==> config.mk <==
export PLATFORM = sky130hd
export DESIGN_NAME = sfeg_regs
export DESIGN_NICKNAME = d
export VERILOG_FILES = /design/src/hdl/sfeg_pkg.sv /design/src/hdl/sfeg_regs.sv /design/src/hdl/sfeg_serial_port.sv
export SDC_FILE = /design/constraint.sdc
export NUM_CORES = 1
export LEC_CHECK = 0
export BUFFER_PORTS_ARGS = -buffer_cell sky130_fd_sc_hd__buf_4
export CAP_MARGIN = 30
export CORE_MARGIN = 3
export CORE_UTILIZATION = 35
export CTS_CLUSTER_SIZE = 24
export DETAILED_ROUTE_END_ITERATION = 8
export GPL_TIMING_DRIVEN = 0
export PLACE_DENSITY = 0.54
export SETUP_SLACK_MARGIN = 0.4
export SLEW_MARGIN = 25
export SYNTH_ARGS = -nofsm -noshare
export SYNTH_HDL_FRONTEND = slang
export SYNTH_SLANG_ARGS = --single-unit
export TNS_END_PERCENT = 30
==> constraint.sdc <==
create_clock -name clock -period 3.29 [get_ports clock]
set_clock_uncertainty 0.05 [all_clocks]
set_input_delay 0.8225 -clock clock [delete_from_list [all_inputs] [get_ports clock]]
set_output_delay 0.8225 -clock clock [all_outputs]
set_load 0.02 [all_outputs]
==> src/hdl/sfeg_pkg.sv <==
/*
 * sfeg_pkg: register addresses, field positions, reset values and serial
 * frame layout for the frame, exposure and gain register slice.
 * Assumes: 9-bit register addresses and 16-bit register data.
 */
package sfeg_pkg;
   // ------------------------------------------------------------
   // register addresses
   // ------------------------------------------------------------
   localparam logic [8:0] ADDR_DARK_ROW_SETUP = 9'h0C5;
   localparam logic [8:0] ADDR_FILLER_ROW_COUNT = 9'h0C6;
   localparam logic [8:0] ADDR_TIME_UNIT_DIVIDER = 9'h0C7;
   localparam logic [8:0] ADDR_FRAME_PERIOD_LENGTH = 9'h0C8;
   localparam logic [8:0] ADDR_INTEGRATION_TIME = 9'h0C9;
   localparam logic [8:0] ADDR_INTEGRATION_TIME_SECOND_SLOPE = 9'h0CA;
   localparam logic [8:0] ADDR_INTEGRATION_TIME_THIRD_SLOPE = 9'h0CB;
   localparam logic [8:0] ADDR_ANALOG_GAIN_SETUP = 9'h0CC;
   localparam logic [8:0] ADDR_DIGITAL_GAIN_SETUP = 9'h0CD;

   // ------------------------------------------------------------
   // writable bit masks (other bits read as zero)
   // ------------------------------------------------------------
   localparam logic [15:0] MASK_DARK_ROW_SETUP = 16'h01FF;
   localparam logic [15:0] MASK_FILLER_ROW_COUNT = 16'h0FFF;
   localparam logic [15:0] MASK_FULL = 16'hFFFF;
   localparam logic [15:0] MASK_ANALOG_GAIN_SETUP = 16'h3FFF;
   localparam logic [15:0] MASK_DIGITAL_GAIN_SETUP = 16'h0FFF;

   // ------------------------------------------------------------
   // reset values
   // ------------------------------------------------------------
   localparam logic [15:0] RST_DARK_ROW_SETUP = 16'h0102;
   localparam logic [15:0] RST_FILLER_ROW_COUNT = 16'h0000;
   localparam logic [15:0] RST_TIME_UNIT_DIVIDER = 16'h0001;
   localparam logic [15:0] RST_ZERO = 16'h0000;
   localparam logic [15:0] RST_ANALOG_GAIN_SETUP = 16'h01E2;
   localparam logic [15:0] RST_DIGITAL_GAIN_SETUP = 16'h0080;

   // ------------------------------------------------------------
   // field positions
   // ------------------------------------------------------------
   localparam int DARK_COUNT_MSB = 7;
   localparam int BLANK_FIRST_BIT = 8;
   localparam int FILLER_MSB = 11;
   localparam int GAIN_FIRST_MSB = 4;
   localparam int GAIN_SECOND_LSB = 5;
   localparam int GAIN_SECOND_MSB = 12;
   localparam int GAIN_LAT_COMP_BIT = 13;
   localparam int DIGITAL_GAIN_MSB = 11;
   localparam logic [7:0] DARK_COUNT_MIN = 8'h01;

   // ------------------------------------------------------------
   // serial frame: 9 address bits, 1 write bit, 16 data bits
   // ------------------------------------------------------------
   localparam logic [4:0] SER_ADDR_LAST = 5'h08;
   localparam logic [4:0] SER_RW_BIT = 5'h09;
   localparam logic [4:0] SER_FIRST_DATA = 5'h0A;
   localparam logic [4:0] SER_LAST_BIT = 5'h19;
endpackage

==> src/hdl/sfeg_regs.sv <==
/*
 * sfeg_regs: frame timing, exposure and gain configuration registers with
 * frame-start synchronised active copies and a time unit tick.
 * Assumes: frame_start and line_tick are one-cycle pulses on clock; the
 * shutter, representation and sync select levels come from the sequencer.
 */
// How it works
// - dark line count 1..255, reset two
// - blank first line bit, reset set
// - filler lines only in rolling shutter
// - time unit is multiplier clock periods
// - length is reset or frame length, global shutter only
// - exposure in lines or time units
// - second slope used only in global
// - third slope used only in global
// - latency compensation delays analog gain one frame
// - otherwise gain applies next frame start
// - representation select picks reset or frame
// - shutter select picks global or rolling
// - exposure updates synchronised to frame start
`timescale 1ns/1ps
`default_nettype none
module sfeg_regs
   import sfeg_pkg::*;
(
   input wire logic clock,
   input wire logic reset,
   input wire logic ser_clock,
   input wire logic ser_select_n,
   input wire logic ser_data_in,
   output logic ser_data_out,
   output logic ser_data_out_oe,
   input wire logic rolling_shutter_enable,
   input wire logic period_representation_select,
   input wire logic exposure_sync_enable,
   input wire logic frame_start,
   input wire logic line_tick,
   output logic [7:0] dark_line_count,
   output logic blank_first_line,
   output logic [11:0] filler_line_count,
   output logic [15:0] time_unit_length,
   output logic time_unit_tick,
   output logic [15:0] reset_length,
   output logic [15:0] frame_length,
   output logic exposure_tick,
   output logic [15:0] integration_time_active,
   output logic [15:0] second_slope_integration_time,
   output logic [15:0] third_slope_integration_time,
   output logic [4:0] analog_gain_first,
   output logic [7:0] analog_gain_second,
   output logic [11:0] digital_gain_value
);
   // ------------------------------------------------------------
   // serial port
   // ------------------------------------------------------------
   logic [8:0] reg_addr;
   logic reg_write;
   logic [15:0] reg_wdata;
   logic [15:0] reg_rdata;

   sfeg_serial_port i_sfeg_serial_port (
      .clock(clock),
      .reset(reset),
      .ser_clock(ser_clock),
      .ser_select_n(ser_select_n),
      .ser_data_in(ser_data_in),
      .ser_data_out(ser_data_out),
      .ser_data_out_oe(ser_data_out_oe),
      .reg_addr(reg_addr),
      .reg_write(reg_write),
      .reg_wdata(reg_wdata),
      .reg_rdata(reg_rdata)
   );

   // ------------------------------------------------------------
   // register file
   // ------------------------------------------------------------
   logic [15:0] dark_row_setup;
   logic [15:0] filler_row_count;
   logic [15:0] time_unit_divider;
   logic [15:0] frame_period_length;
   logic [15:0] integration_time;
   logic [15:0] integration_time_second_slope;
   logic [15:0] integration_time_third_slope;
   logic [15:0] analog_gain_setup;
   logic [15:0] digital_gain_setup;

   // write strobes per address
   wire wr_dark = reg_write && (reg_addr == ADDR_DARK_ROW_SETUP);
   wire wr_filler = reg_write && (reg_addr == ADDR_FILLER_ROW_COUNT);
   wire wr_unit = reg_write && (reg_addr == ADDR_TIME_UNIT_DIVIDER);
   wire wr_length = reg_write && (reg_addr == ADDR_FRAME_PERIOD_LENGTH);
   wire wr_exp = reg_write && (reg_addr == ADDR_INTEGRATION_TIME);
   wire wr_exp2 = reg_write && (reg_addr == ADDR_INTEGRATION_TIME_SECOND_SLOPE);
   wire wr_exp3 = reg_write && (reg_addr == ADDR_INTEGRATION_TIME_THIRD_SLOPE);
   wire wr_again = reg_write && (reg_addr == ADDR_ANALOG_GAIN_SETUP);
   wire wr_dgain = reg_write && (reg_addr == ADDR_DIGITAL_GAIN_SETUP);

   always_ff @(posedge clock) begin
      if (reset) begin
         dark_row_setup <= RST_DARK_ROW_SETUP;
         filler_row_count <= RST_FILLER_ROW_COUNT;
         time_unit_divider <= RST_TIME_UNIT_DIVIDER;
         frame_period_length <= RST_ZERO;
         integration_time <= RST_ZERO;
         integration_time_second_slope <= RST_ZERO;
         integration_time_third_slope <= RST_ZERO;
         analog_gain_setup <= RST_ANALOG_GAIN_SETUP;
         digital_gain_setup <= RST_DIGITAL_GAIN_SETUP;
      end else begin
         if (wr_dark) dark_row_setup <= reg_wdata & MASK_DARK_ROW_SETUP;
         if (wr_filler) filler_row_count <= reg_wdata & MASK_FILLER_ROW_COUNT;
         if (wr_unit) time_unit_divider <= reg_wdata;
         if (wr_length) frame_period_length <= reg_wdata;
         if (wr_exp) integration_time <= reg_wdata;
         if (wr_exp2) integration_time_second_slope <= reg_wdata;
         if (wr_exp3) integration_time_third_slope <= reg_wdata;
         if (wr_again) analog_gain_setup <= reg_wdata & MASK_ANALOG_GAIN_SETUP;
         if (wr_dgain) digital_gain_setup <= reg_wdata & MASK_DIGITAL_GAIN_SETUP;
      end
   end

   // read mux; unmapped addresses read zero
   always_comb begin
      unique case (reg_addr)
         ADDR_DARK_ROW_SETUP: reg_rdata = dark_row_setup;
         ADDR_FILLER_ROW_COUNT: reg_rdata = filler_row_count;
         ADDR_TIME_UNIT_DIVIDER: reg_rdata = time_unit_divider;
         ADDR_FRAME_PERIOD_LENGTH: reg_rdata = frame_period_length;
         ADDR_INTEGRATION_TIME: reg_rdata = integration_time;
         ADDR_INTEGRATION_TIME_SECOND_SLOPE: reg_rdata = integration_time_second_slope;
         ADDR_INTEGRATION_TIME_THIRD_SLOPE: reg_rdata = integration_time_third_slope;
         ADDR_ANALOG_GAIN_SETUP: reg_rdata = analog_gain_setup;
         ADDR_DIGITAL_GAIN_SETUP: reg_rdata = digital_gain_setup;
         default: reg_rdata = 16'h0000;
      endcase
   end

   // ------------------------------------------------------------
   // active copies, taken at frame start
   // ------------------------------------------------------------
   logic [15:0] exp_active;
   logic [15:0] exp2_active;
   logic [15:0] exp3_active;
   logic [15:0] length_active;
   logic [15:0] unit_active;
   logic [12:0] gain_delayed;
   logic [12:0] gain_active;
   logic [8:0] dark_active;
   logic [11:0] filler_active;

   wire exp_update = frame_start || !exposure_sync_enable;
   wire lat_comp = analog_gain_setup[GAIN_LAT_COMP_BIT];
   wire [12:0] gain_field = analog_gain_setup[GAIN_SECOND_MSB:0];

   always_ff @(posedge clock) begin
      if (reset) begin
         exp_active <= RST_ZERO;
         exp2_active <= RST_ZERO;
         exp3_active <= RST_ZERO;
         length_active <= RST_ZERO;
         unit_active <= RST_TIME_UNIT_DIVIDER;
      end else if (exp_update) begin
         exp_active <= integration_time;
         exp2_active <= integration_time_second_slope;
         exp3_active <= integration_time_third_slope;
         length_active <= frame_period_length;
         unit_active <= time_unit_divider;
      end
   end

   // gain taken at next frame start
   always_ff @(posedge clock) begin
      if (reset) begin
         gain_delayed <= RST_ANALOG_GAIN_SETUP[12:0];
         gain_active <= RST_ANALOG_GAIN_SETUP[12:0];
         digital_gain_value <= RST_DIGITAL_GAIN_SETUP[DIGITAL_GAIN_MSB:0];
         dark_active <= RST_DARK_ROW_SETUP[8:0];
         filler_active <= RST_FILLER_ROW_COUNT[FILLER_MSB:0];
      end else if (frame_start) begin
         gain_delayed <= gain_field;
         gain_active <= lat_comp ? gain_delayed : gain_field;
         digital_gain_value <= digital_gain_setup[DIGITAL_GAIN_MSB:0];
         dark_active <= dark_row_setup[8:0];
         filler_active <= filler_row_count[FILLER_MSB:0];
      end
   end

   // ------------------------------------------------------------
   // time unit tick generator
   // ------------------------------------------------------------
   logic [15:0] unit_count;

   wire unit_wrap = (unit_count >= unit_active - 16'h0001) || (unit_active == 16'h0000);
   always_ff @(posedge clock) begin
      if (reset || frame_start || unit_wrap) unit_count <= 16'h0000;
      else unit_count <= unit_count + 16'h0001;
   end
   always_ff @(posedge clock) begin
      if (reset) time_unit_tick <= 1'b0;
      else time_unit_tick <= unit_wrap && !frame_start;
   end

   // ------------------------------------------------------------
   // outputs steered by shutter and representation selects
   // ------------------------------------------------------------
   // zero count forced to one
   assign dark_line_count = (dark_active[DARK_COUNT_MSB:0] == 8'h00) ? DARK_COUNT_MIN
                                                                    : dark_active[DARK_COUNT_MSB:0];
   assign blank_first_line = dark_active[BLANK_FIRST_BIT];
   assign filler_line_count = rolling_shutter_enable ? filler_active : 12'h000;
   assign time_unit_length = unit_active;
   assign reset_length = (!rolling_shutter_enable && !period_representation_select) ? length_active : 16'h0000;
   assign frame_length = (!rolling_shutter_enable && period_representation_select) ? length_active : 16'h0000;
   assign exposure_tick = rolling_shutter_enable ? line_tick : time_unit_tick;
   assign integration_time_active = exp_active;
   assign second_slope_integration_time = rolling_shutter_enable ? 16'h0000 : exp2_active;
   assign third_slope_integration_time = rolling_shutter_enable ? 16'h0000 : exp3_active;
   assign analog_gain_first = gain_active[GAIN_FIRST_MSB:0];
   assign analog_gain_second = gain_active[GAIN_SECOND_MSB:GAIN_SECOND_LSB];
endmodule
`default_nettype wire

==> src/hdl/sfeg_serial_port.sv <==
/*
 * sfeg_serial_port: four-wire serial configuration port slave.
 * Assumes: serial clock idles low, at most one eighth of clock; data is
 * taken on its rising edge and driven on its falling edge, MSB first.
 */
`timescale 1ns/1ps
`default_nettype none
module sfeg_serial_port
   import sfeg_pkg::*;
(
   input wire logic clock,
   input wire logic reset,
   input wire logic ser_clock,
   input wire logic ser_select_n,
   input wire logic ser_data_in,
   output logic ser_data_out,
   output logic ser_data_out_oe,
   output logic [8:0] reg_addr,
   output logic reg_write,
   output logic [15:0] reg_wdata,
   input wire logic [15:0] reg_rdata
);
   // ------------------------------------------------------------
   // pin synchronisers and filtered levels
   // ------------------------------------------------------------
   logic [2:0] sck_sync;
   logic [2:0] sel_sync;
   logic [2:0] din_sync;
   logic sck_level;
   logic sel_level;
   logic [4:0] bit_count;
   logic [15:0] shift_in;
   logic [15:0] shift_out;
   logic read_load;

   // three stages per pin; clock and select levels count once stages two and three agree, data is taken from stage three
   always_ff @(posedge clock) begin
      sck_sync <= {sck_sync[1:0], ser_clock};
      sel_sync <= {sel_sync[1:0], ser_select_n};
      din_sync <= {din_sync[1:0], ser_data_in};
   end

   wire sck_agree = (sck_sync[1] == sck_sync[2]);
   wire sel_agree = (sel_sync[1] == sel_sync[2]);
   wire sck_rise = sck_agree && sck_sync[2] && !sck_level;
   wire sck_fall = sck_agree && !sck_sync[2] && sck_level;
   wire selected = !sel_level;
   wire take_bit = selected && sck_rise;
   wire data_bit = din_sync[2];

   always_ff @(posedge clock) begin
      if (reset) begin
         sck_level <= 1'b0;
         sel_level <= 1'b1;
      end else begin
         if (sck_agree) sck_level <= sck_sync[2];
         if (sel_agree) sel_level <= sel_sync[2];
      end
   end

   // ------------------------------------------------------------
   // frame decode
   // ------------------------------------------------------------
   // shift in address, direction and data
   always_ff @(posedge clock) begin
      if (reset || !selected) begin
         bit_count <= 5'h00;
         shift_in <= 16'h0000;
         reg_addr <= 9'h000;
         reg_write <= 1'b0;
         read_load <= 1'b0;
         reg_wdata <= 16'h0000;
      end else begin
         // at the last bit the direction bit has moved up to the top of the shift register
         reg_write <= take_bit && (bit_count == SER_LAST_BIT) && shift_in[15];
         read_load <= take_bit && (bit_count == SER_RW_BIT) && !data_bit;
         if (take_bit) begin
            shift_in <= {shift_in[14:0], data_bit};
            // count parks one past the last bit so extra bits are ignored
            if (bit_count <= SER_LAST_BIT) bit_count <= bit_count + 5'h01;
            if (bit_count == SER_ADDR_LAST) reg_addr <= {shift_in[7:0], data_bit};
            if (bit_count == SER_LAST_BIT) reg_wdata <= {shift_in[14:0], data_bit};
         end
      end
   end

   // read data: load after the direction bit, shift on falling edges
   always_ff @(posedge clock) begin
      if (reset) begin
         shift_out <= 16'h0000;
      end else if (read_load) begin
         shift_out <= reg_rdata;
      end else if (selected && sck_fall && bit_count > SER_FIRST_DATA) begin
         shift_out <= {shift_out[14:0], 1'b0};
      end
   end

   assign ser_data_out = shift_out[15];
   assign ser_data_out_oe = selected;
endmodule
`default_nettype wire

# Word-level counts from Yosys, hierarchy flattened
# Index checks and enable logic that the tools add are counted.
# classes
add_sub_neg	3
order_cmp	3
eq_ne	14
muxes	11
n_reduce_logical	42
# op_table
op	count
one-hot mux 16 bit (9 select lines)	1
two-way mux 16 bit	6
equality test 9 x 8 -> 1 bit, second input constant	9
logical AND 1 bit	23
adder 16 x 1 -> 16 bit, second input constant	1
greater-or-equal comparator 16 bit	1
logical NOT 16 bit	1
subtractor 16 x 1 -> 16 bit, second input constant	1
two-way mux 13 bit	1
two-way mux 12 bit	1
equality test 5 x 4 -> 1 bit, second input constant	2
logical NOT 1 bit	8
logical NOT 8 bit	1
two-way mux 8 bit	1
AND reduction 2 bit	3
adder 5 x 1 -> 5 bit, second input constant	1
equality test 5 bit, second input constant	1
greater-than comparator 5 x 4 -> 1 bit, second input constant	1
<= comparator 5 bit, second input constant	1
logical OR 1 bit	5
equality test 1 bit	2
nonzero test 2 bit	1
two-way mux 1 bit	1
# totals
register_bits	358
in_bits	10
output_inout_bits	146
elab_cells	106

# Longest topological paths before layout
# Gate-level depths: netlist (run 1).
# depth
ltp_word	7
mapped_depth	13

# Cells and area by module
# From an unflattened synthesis (run 1), not the netlist that was laid out.
# hier_totals
hier_cells	1850
area_unflattened_um2	15283.4
# modules_own_cells
module	instances	cells_each	area_per_inst_um2	seq_area_each_um2
sfeg_regs	1	1539	12361.9	5665.4
sfeg_serial_port	1	311	2921.6	1501.4

# Least setup slack after synthesis (run 1)
# OpenSTA, ideal clock, no wires.
# synth_path
kind	reg-to-reg
start	register unit_active[0] (netlist: time_unit_length[0])
end	register unit_count[10]
arrival_ps	2981
required_ps	3103
setup_slack_ps	122
path_stages_with_launch	13
path_buffers	1
cell_sequence	dfxtp_1 > inv_1 > ha_1 > or4b_4 > nor4_1 > xnor2_1 > ha_1 > nand2_1 > o21ai_0 > a41oi_1 > nor3_1 > clkbuf_1 > a211oi_1
# synth_between
elab_chain_len	4
elab_cells_between_ends	5
# synth_lines
item	line_no	source
from (decl)	sfeg_regs.sv:146	logic [15:0] unit_active;
from (signal assigned)	sfeg_regs.sv:168	unit_active <= time_unit_divider;
subtractor 16 x 1 -> 16 bit	sfeg_regs.sv:194	wire unit_wrap = (unit_count >= unit_active - 16'h0001) || (unit_active == 16'h0000);
greater-or-equal comparator 16 bit	sfeg_regs.sv:194	
logical OR 1 bit *	sfeg_regs.sv:194	
logical OR 1 bit *	sfeg_regs.sv:196	if (reset || frame_start || unit_wrap) unit_count <= 16'h0000;
to (signal assigned)	sfeg_regs.sv:197	else unit_count <= unit_count + 16'h0001;
to (decl)	sfeg_regs.sv:192	logic [15:0] unit_count;
# Every way passes the cells marked *; elsewhere a longest branch is shown, timed or not.
# A chain may end at the register's enable or synchronous reset.

# Worst setup path in the final report (run 1)
# layout_path
start	input rolling_shutter_enable
end	output reset_length[8]
# layout_between
elab_chain_len	3
# layout_lines
item	line_no	source
from (decl)	sfeg_regs.sv:33	input wire logic rolling_shutter_enable,
logical NOT 1 bit	sfeg_regs.sv:213	assign reset_length = (!rolling_shutter_enable && !period_representation_select) ? length_active : 16'h0000;
logical AND 1 bit	sfeg_regs.sv:213	
two-way mux 16 bit	sfeg_regs.sv:213	
to (decl)	sfeg_regs.sv:43	output logic [15:0] reset_length,
# No other way between the ends.

==> results of run 1 <==
## critical path: cells and delay by family
family,cells,cell delay (ns)
buffers and inverters,5,0.80
AND/OR/NAND/NOR,2,0.34
## through the flow
stage	hold slack, ns	total power, uW	setup WS, ns	cell area, um2	TNS (ns)
after floorplan	0.260	4650	0.401	15600	0
after global placement	0.261	4770	-0.268	17500	-4.32
after detailed placement	0.262	4770	-0.0651	17500	-0.364
after CTS	0.276	9090	0.348	18900	0
after global routing	0.282	9290	0.363	19100	0
final	0.275	9010	0.452	19100	0
## how the worst max path moves through the flow
| stage | start | endpoint |
|---|---|---|
| after global placement | rolling_shutter_enable | filler_line_count[11] |
| after detailed placement | time_unit_length[1]$_SDFFE_PP0P_ | unit_count[11]$_SDFF_PP0_ |
| after floorplan | time_unit_length[0]$_SDFFE_PP1P_ | unit_count[5]$_SDFF_PP0_ |
| after CTS | time_unit_length[1]$_SDFFE_PP0P_ | unit_count[2]$_SDFF_PP0_ |
| after global routing | rolling_shutter_enable | reset_length[9] |
| final | rolling_shutter_enable | reset_length[8] |
## flip-flops by register name, summed over array words and instances (netlist names), 14 cells and up
name,count
i_sfeg_serial_port.shift_in,16
analog_gain_setup,14
frame_period_length,16
integration_time_active,16
length_active,16
time_unit_length,16
i_sfeg_serial_port.reg_wdata,16
exp3_active,16
i_sfeg_serial_port.shift_out,16
unit_count,16
integration_time,16
integration_time_second_slope,16
integration_time_third_slope,16
time_unit_divider,16
exp2_active,16
## logic make-up after synthesis
kind of cell | Yosys count | synth area share
AO/OA/AOI/OAI | 296 | 0.117
XOR/XNOR | 30 | 0.0169
adder cells (fa/ha/maj) | 24 | 0.0193
buffers and inverters | 154 | 0.0448
flip-flops | 358 | 0.460
multiplexers | 187 | 0.121
AND/OR/NAND/NOR | 735 | 0.222
## power by group through the flow
stage | clock (uW) | sequential, uW | combinational (uW)
after floorplan | 0 | 4460 | 191
after global placement | 0 | 4460 | 310
after detailed placement | 0 | 4460 | 315
after CTS | 4390 | 4360 | 341
after global routing | 4540 | 4360 | 390
final | 4290 | 4360 | 359
## synthesized netlist by cell type, drive strengths merged, types with 3 or more instances
cell and count:
nand2 327, a41oi 3, nor2 183, o211ai 5
a21oi 155, o2bb2ai 7, o21ai 26, nand4bb 3
mux2 5, nand3 55, dfxtp 358, a31oi 5
a22oi 21, and3 3, o21a 3, nor4 9
or2 4, xor2 15, nand2b 7, ha 24
a22o 6, nor2b 45, buf 47, xnor2 15
nand3b 9, and2 47, a21o 3, o22ai 6
nand4 7, a221oi 7, clkbuf 93, mux2i 182
a211oi 28, inv 12, nor3b 4, a31o 4
nor3 20
## repair_timing
action                     4_1_cts  5_1_grt
resized for setup               28       31
setup buffers                   10        4
pin swaps                        7       19
setup endpoints to repair       56       38
cloned                           1        0
## final cells by class
cell class	count	area (um2)
fillers	4376	24400
multi-input cells	1272	7890
flip-flops and latches	358	7170
repair buffers	174	1330
clock buffers	59	1190
well taps	585	732
plain buffers	140	669
inverters	14	57.6
clock inverters	9	55.1
## metal layers
layer	share of wire	GRT usage	up-vias
li1	-	-	6530
met1	0.45	0.293	6342
met2	0.46	0.349	400
met3	0.056	0.0362	94
met4	0.035	0.0785	0
met5	0	0	-
==> key figures, run 1 <==
Clocking
  – Clk pin slew, worst setup/hold paths: 0.06 ns
  – CTS tree: done
  – Hold Buf Count CTS: 0
  – Sink Count: 358
  – Clock Latency Late Sink: 0.56 ns
  – Root Buffer: clkbuf_16
  – CTS buffer count: 40
  – Longest Clk Path Bufs: 3
  – H-tree depth: 2

GRT
  – Vias in the first global route: 12900
  – Initial antenna violation count: 1
  – Global Route Usage Sum: 0.217
  – Pin count of the biggest net entering global routing: 14
  – GR Overflow Total: 0
  – Wire length of the first global-routing pass: 78500 um

Timing
  – Fin crit share: 0.863
  – Final Max Slew Viols: 0
  – Fmax: 352 MHz
  – Slew @ Worst Pin: 1.01 ns
  – RSZ-0062 raised after global routing: true
  – Slew Limit Headroom: 0.324
  – Final setup vio count: 0
  – Final-report hold violation count: 0
  – Minimum clock period: 2.84 ns

Floorplanning
  – Num rows: 76
  – Die area: 0.0471 mm2
  – IO Pins: 156
  – DIE HEIGHT: 217 um
  – Core Footprint: 0.0436 mm2
  – Die X: 217 um
  – Initial Utilization: 0.358

Power and ir drop
  – VDD IR max: 0.299 mV
  – Clock power share: 0.476
  – PwrDens: 472 mW/mm2
  – Int Power: 6960 uW
  – Leak: 0.00760 uW
  – Sequential Power Share: 0.484
  – Net Sw Frac: 0.228
  – NetSw: 2050 uW
  – Combinational power share: 0.040

Critical path
  – Kind of start point of the critical path: input port
  – WP data arrival: 1.97 ns
  – Worst path most repeated cell: buf_4
  – Slowest CP cell: nor2_2
  – R2R Path Start: time_unit_length[1]$_SDFFE_PP0P_
  – R2r endpoint: time_unit_tick$_SDFF_PP0_
  – Required time of the critical path: 2.42 ns
  – Worst reg2reg setup slack: 0.49 ns
  – Critical path class: in2out
  – Max incr delay on CP: 0.21 ns
  – Worst r2r path cells: 14
  – CP max FO: 10
  – CP endpoint kind: output port
  – Worst-path cell chain: buf_4, clkbuf_2, buf_8, nor2_2, clkbuf_8, and2_1, buf_4

Synth
  – Mapped cell area: 0.0156 mm2
  – Syn Area/Cell: 8.73 um2
  – Yosys top cell by area: dfxtp_1
  – Dominant cells by area after synthesis: dfxtp_1, mux2i_1, nand2_1, a21oi_1, nor2_1
  – Top FF cell, synth: dfxtp_1
  – Yosys reg bits: 358
  – Post-synthesis cell count: 1784
  – Synth Net Count: 1818
  – Yosys warns: 0
  – Post-synthesis cell type count: 78
  – Share of synthesized flip-flops with an asynchronous set or reset: 0
  – Share of the synthesized area in the top cell type: 0.460
  – Post-synth EDFFs: 0
  – Post-synthesis sequential area ratio: 0.460

Placed design
  – Buffers on Ports: 154
  – DP HPWL: 38800 um
  – Cell Count Post-Placement: 2526
  – Placer Congestion: 0.985

Finish
  – Post-route insts no fill: 2611
  – Fin util: 0.439
  – Share of cells above drive strength 1: 0.170
  – Most common cell after layout, fill and taps aside: dfxtp_1
  – Area growth syn-to-layout: 22.6%
  – Most frequent cells in the layout: dfxtp_1, nand2_1, mux2i_1
  – ANT cells: 0
  – Nets: 2034

Run
  – Max cap viols: 0

Hold path
  – Hold Path End: i_sfeg_serial_port.din_sync[2]$_DFF_P_
  – Hold WC Path Type: reg2reg
  – Hold depth: 0
  – Hold Path Origin: i_sfeg_serial_port.din_sync[1]$_DFF_P_

Detailed routing
  – # DRC: 0
  – Drt total wl: 52400 um
  – DR vias/cell: 5.12
  – Initial DRC count: 1021
  – Wire length per cell: 20.1 um
  – Final ANT Viol Nets: 0
  – Drt first pass iters: 5
  – DR vias: 13400

Run status
  – Status: finished clean
Note: power is estimated with default switching activity, not from simulation.
==> inputs of run 2 (changes only) <==
--- a/config.mk
+++ b/config.mk
@@ -5,10 +5,12 @@
 export SDC_FILE = /design/constraint.sdc
 export NUM_CORES = 1
 export LEC_CHECK = 0
+export ABC_CLOCK_PERIOD_IN_PS = 3290
 export BUFFER_PORTS_ARGS = -buffer_cell sky130_fd_sc_hd__buf_4
 export CAP_MARGIN = 30
 export CORE_MARGIN = 3
 export CORE_UTILIZATION = 35
+export CTS_BUF_LIST = sky130_fd_sc_hd__clkbuf_16
 export CTS_CLUSTER_SIZE = 24
 export DETAILED_ROUTE_END_ITERATION = 8
 export GPL_TIMING_DRIVEN = 0
==> key figures, run 2 (synthesis gave the netlist of run 1 again) <==
Placed design
  – DP HPWL: 38800 um (unchanged)
  – Worst slack, placed: -0.0651 ns (unchanged)
  – Placer Congestion: 0.985 (unchanged)
  – Buffers on Ports: 154 (unchanged)

Run status
  – Status: finished clean

Detailed routing
  – Wire length per cell: 20.1 um (about the same)
  – Final ANT Viol Nets: 0 (unchanged)
  – Drt total wl: 52400 um (about the same)
  – Initial DRC count: 1152 (+13%)
  – Drt first pass iters: 5 (unchanged)
  – DR vias: 13400 (+0.11%)
  – # DRC: 0 (unchanged)
  – DR vias/cell: 5.12 (+0.11%)

Floorplanning
  – Initial Utilization: 0.358 (unchanged)
  – Core Footprint: 0.0436 mm2 (unchanged)
  – Num rows: 76 (unchanged)
  – Die area: 0.0471 mm2 (unchanged)
  – DIE HEIGHT: 217 um (unchanged)
  – Die X: 217 um (unchanged)
  – IO Pins: 156 (unchanged)

Critical path
  – Worst path most repeated cell: buf_4
  – Worst-path cell chain: buf_4, clkbuf_2, buf_8, nor2_2, clkbuf_8, and2_1, buf_4
  – CP endpoint kind: output port
  – Slowest CP cell: nor2_2
  – Required time of the critical path: 2.42 ns (about the same)
  – Max incr delay on CP: 0.21 ns (about the same)
  – WP data arrival: 1.96 ns (about the same)
  – Worst reg2reg setup slack: 0.48 ns (about the same)
  – CP max FO: 10 (unchanged)
  – Kind of start point of the critical path: input port
  – Critical path class: in2out

GRT
  – GR Overflow Total: 0 (unchanged)
  – Vias in the first global route: 12900 (+0.13%)
  – Global Route Usage Sum: 0.216 (about the same)
  – Wire length of the first global-routing pass: 78400 um (-0.11%)
  – Pin count of the biggest net entering global routing: 14 (unchanged)
  – Initial antenna violation count: 1 (unchanged)

Timing
  – Slew Limit Headroom: 0.326 (+0.00178)
  – Fin crit share: 0.860 (-0.00233)
  – Final Max Slew Viols: 0 (unchanged)
  – Final-report hold violation count: 0 (unchanged)
  – Fmax: 353 MHz (+0.27%)
  – RSZ-0062 raised after global routing: true
  – Setup_tns: 0 ns (unchanged)
  – Post-layout worst setup margin: 0.459 ns (+0.00765 ns)
  – Slew @ Worst Pin: 1.01 ns (-0.00267 ns)
  – Minimum clock period: 2.83 ns (-0.00765 ns)
  – Final setup vio count: 0 (unchanged)
  – Hold_ws: 0.276 ns (+0.00120 ns)

Hold path
  – Hold WC Path Type: reg2reg

Finish
  – Most frequent cells in the layout: dfxtp_1, nand2_1, mux2i_1
  – Filler Cells Inserted: 4385 (+0.21%)
  – Share of cells above drive strength 1: 0.165 (-0.00494)
  – ANT cells: 0 (unchanged)
  – Area growth syn-to-layout: 22.0%
  – Nets: 2034 (unchanged)
  – Most common cell after layout, fill and taps aside: dfxtp_1
  – Fin util: 0.436 (-0.00230)

Power and ir drop
  – Total power: 8750 uW (-2.9%)
  – NetSw: 2040 uW (-0.28%)
  – Clock power share: 0.460 (-0.016)
  – PwrDens: 460 mW/mm2 (-2.4%)
  – Net Sw Frac: 0.234 (+0.00624)
  – VDD IR max: 0.299 mV (-0.27%)
  – Combinational power share: 0.041 (about the same)
  – Leak: 0.00758 uW (-0.30%)
  – Int Power: 6700 uW (-3.7%)
  – Sequential Power Share: 0.499 (+0.015)

Clocking
  – Clock Latency Late Sink: 0.56 ns (about the same)
  – Longest Clk Path Bufs: 3 (unchanged)
  – Root Buffer: clkbuf_16
  – Hold Buf Count CTS: 0 (unchanged)
  – CTS buffer count: 40 (unchanged)
  – H-tree depth: 2 (unchanged)
  – Sink Count: 358 (unchanged)
  – CTS tree: done
  – Clk pin slew, worst setup/hold paths: 0.06 ns (about the same)

Run
  – Max cap viols: 0 (unchanged)
## run 2: cell types whose count changed in the layout (fill, tap and decap cells not counted), sizes merged
cell,delta
clkinv,+10
inv,+8
clkbuf,-18
## run 2: timing repair
action | in CTS | in global routing
gates resized for setup | 28 | 31
setup buffers | 10 | 4
pin swaps | 7 | 19
cloned | 1 | 0
endpoints found under the setup margin | 56 | 38
## run 2: critical path: cells and delay by family
family / cells / cell delay (ns)
AND/OR/NAND/NOR: 2 / 0.34
buffers and inverters: 5 / 0.79
## run 2: cell type report
cell class | count | area, um2 | share of cell area
plain buffers | 140 | 669 | 0.0352
multi-input cells | 1272 | 7890 | 0.415
well taps | 585 | 732 | 0.0385
repair buffers | 174 | 1330 | 0.0702
clock buffers | 41 | 1030 | 0.0540
flip-flops and latches | 358 | 7170 | 0.378
clock inverters | 27 | 123 | 0.00645
inverters | 14 | 57.6 | 0.00303
## run 2: per-stage QoR
step / instance area, um2 / std cells
6_report: 19000 / 2611
5_1_grt: 19000 / 2611
4_1_cts: 18800 / 2605
3_5_place_dp: 17500 / 2526
3_3_place_gp: 17500 / 2523
2_1_floorplan: 15600 / 1784
## run 2: final timing paths
kind | from | endpoint | cells past startpoint
setup reg to reg | time_unit_length[1]$_SDFFE_PP0P_ | time_unit_tick$_SDFF_PP0_ | 14
setup / recovery | rolling_shutter_enable | reset_length[8] | 7
hold / removal | i_sfeg_serial_port.sck_sync[0]$_DFF_P_ | i_sfeg_serial_port.sck_sync[1]$_DFF_P_ | 0
hold reg to reg | i_sfeg_serial_port.sck_sync[0]$_DFF_P_ | i_sfeg_serial_port.sck_sync[1]$_DFF_P_ | 0
## run 2: metal layers
metal | track usage | up-vias | wire length [um]
met3 | 0.0352 | 89 | 2720
met1 | 0.293 | 6386 | 23900
met2 | 0.353 | 366 | 24100
li1 | - | 6540 | -
met4 | 0.0720 | 0 | 1660
met5 | 0 | - | 0
## run 2: power by group through the flow
stage          clock network (uW)  registers, uW  logic, uW
5_1_grt                      4270           4360        390
3_3_place_gp                    0           4460        310
2_1_floorplan                   0           4460        191
6_report                     4020           4360        358
3_5_place_dp                    0           4460        315
4_1_cts                      4120           4360        341
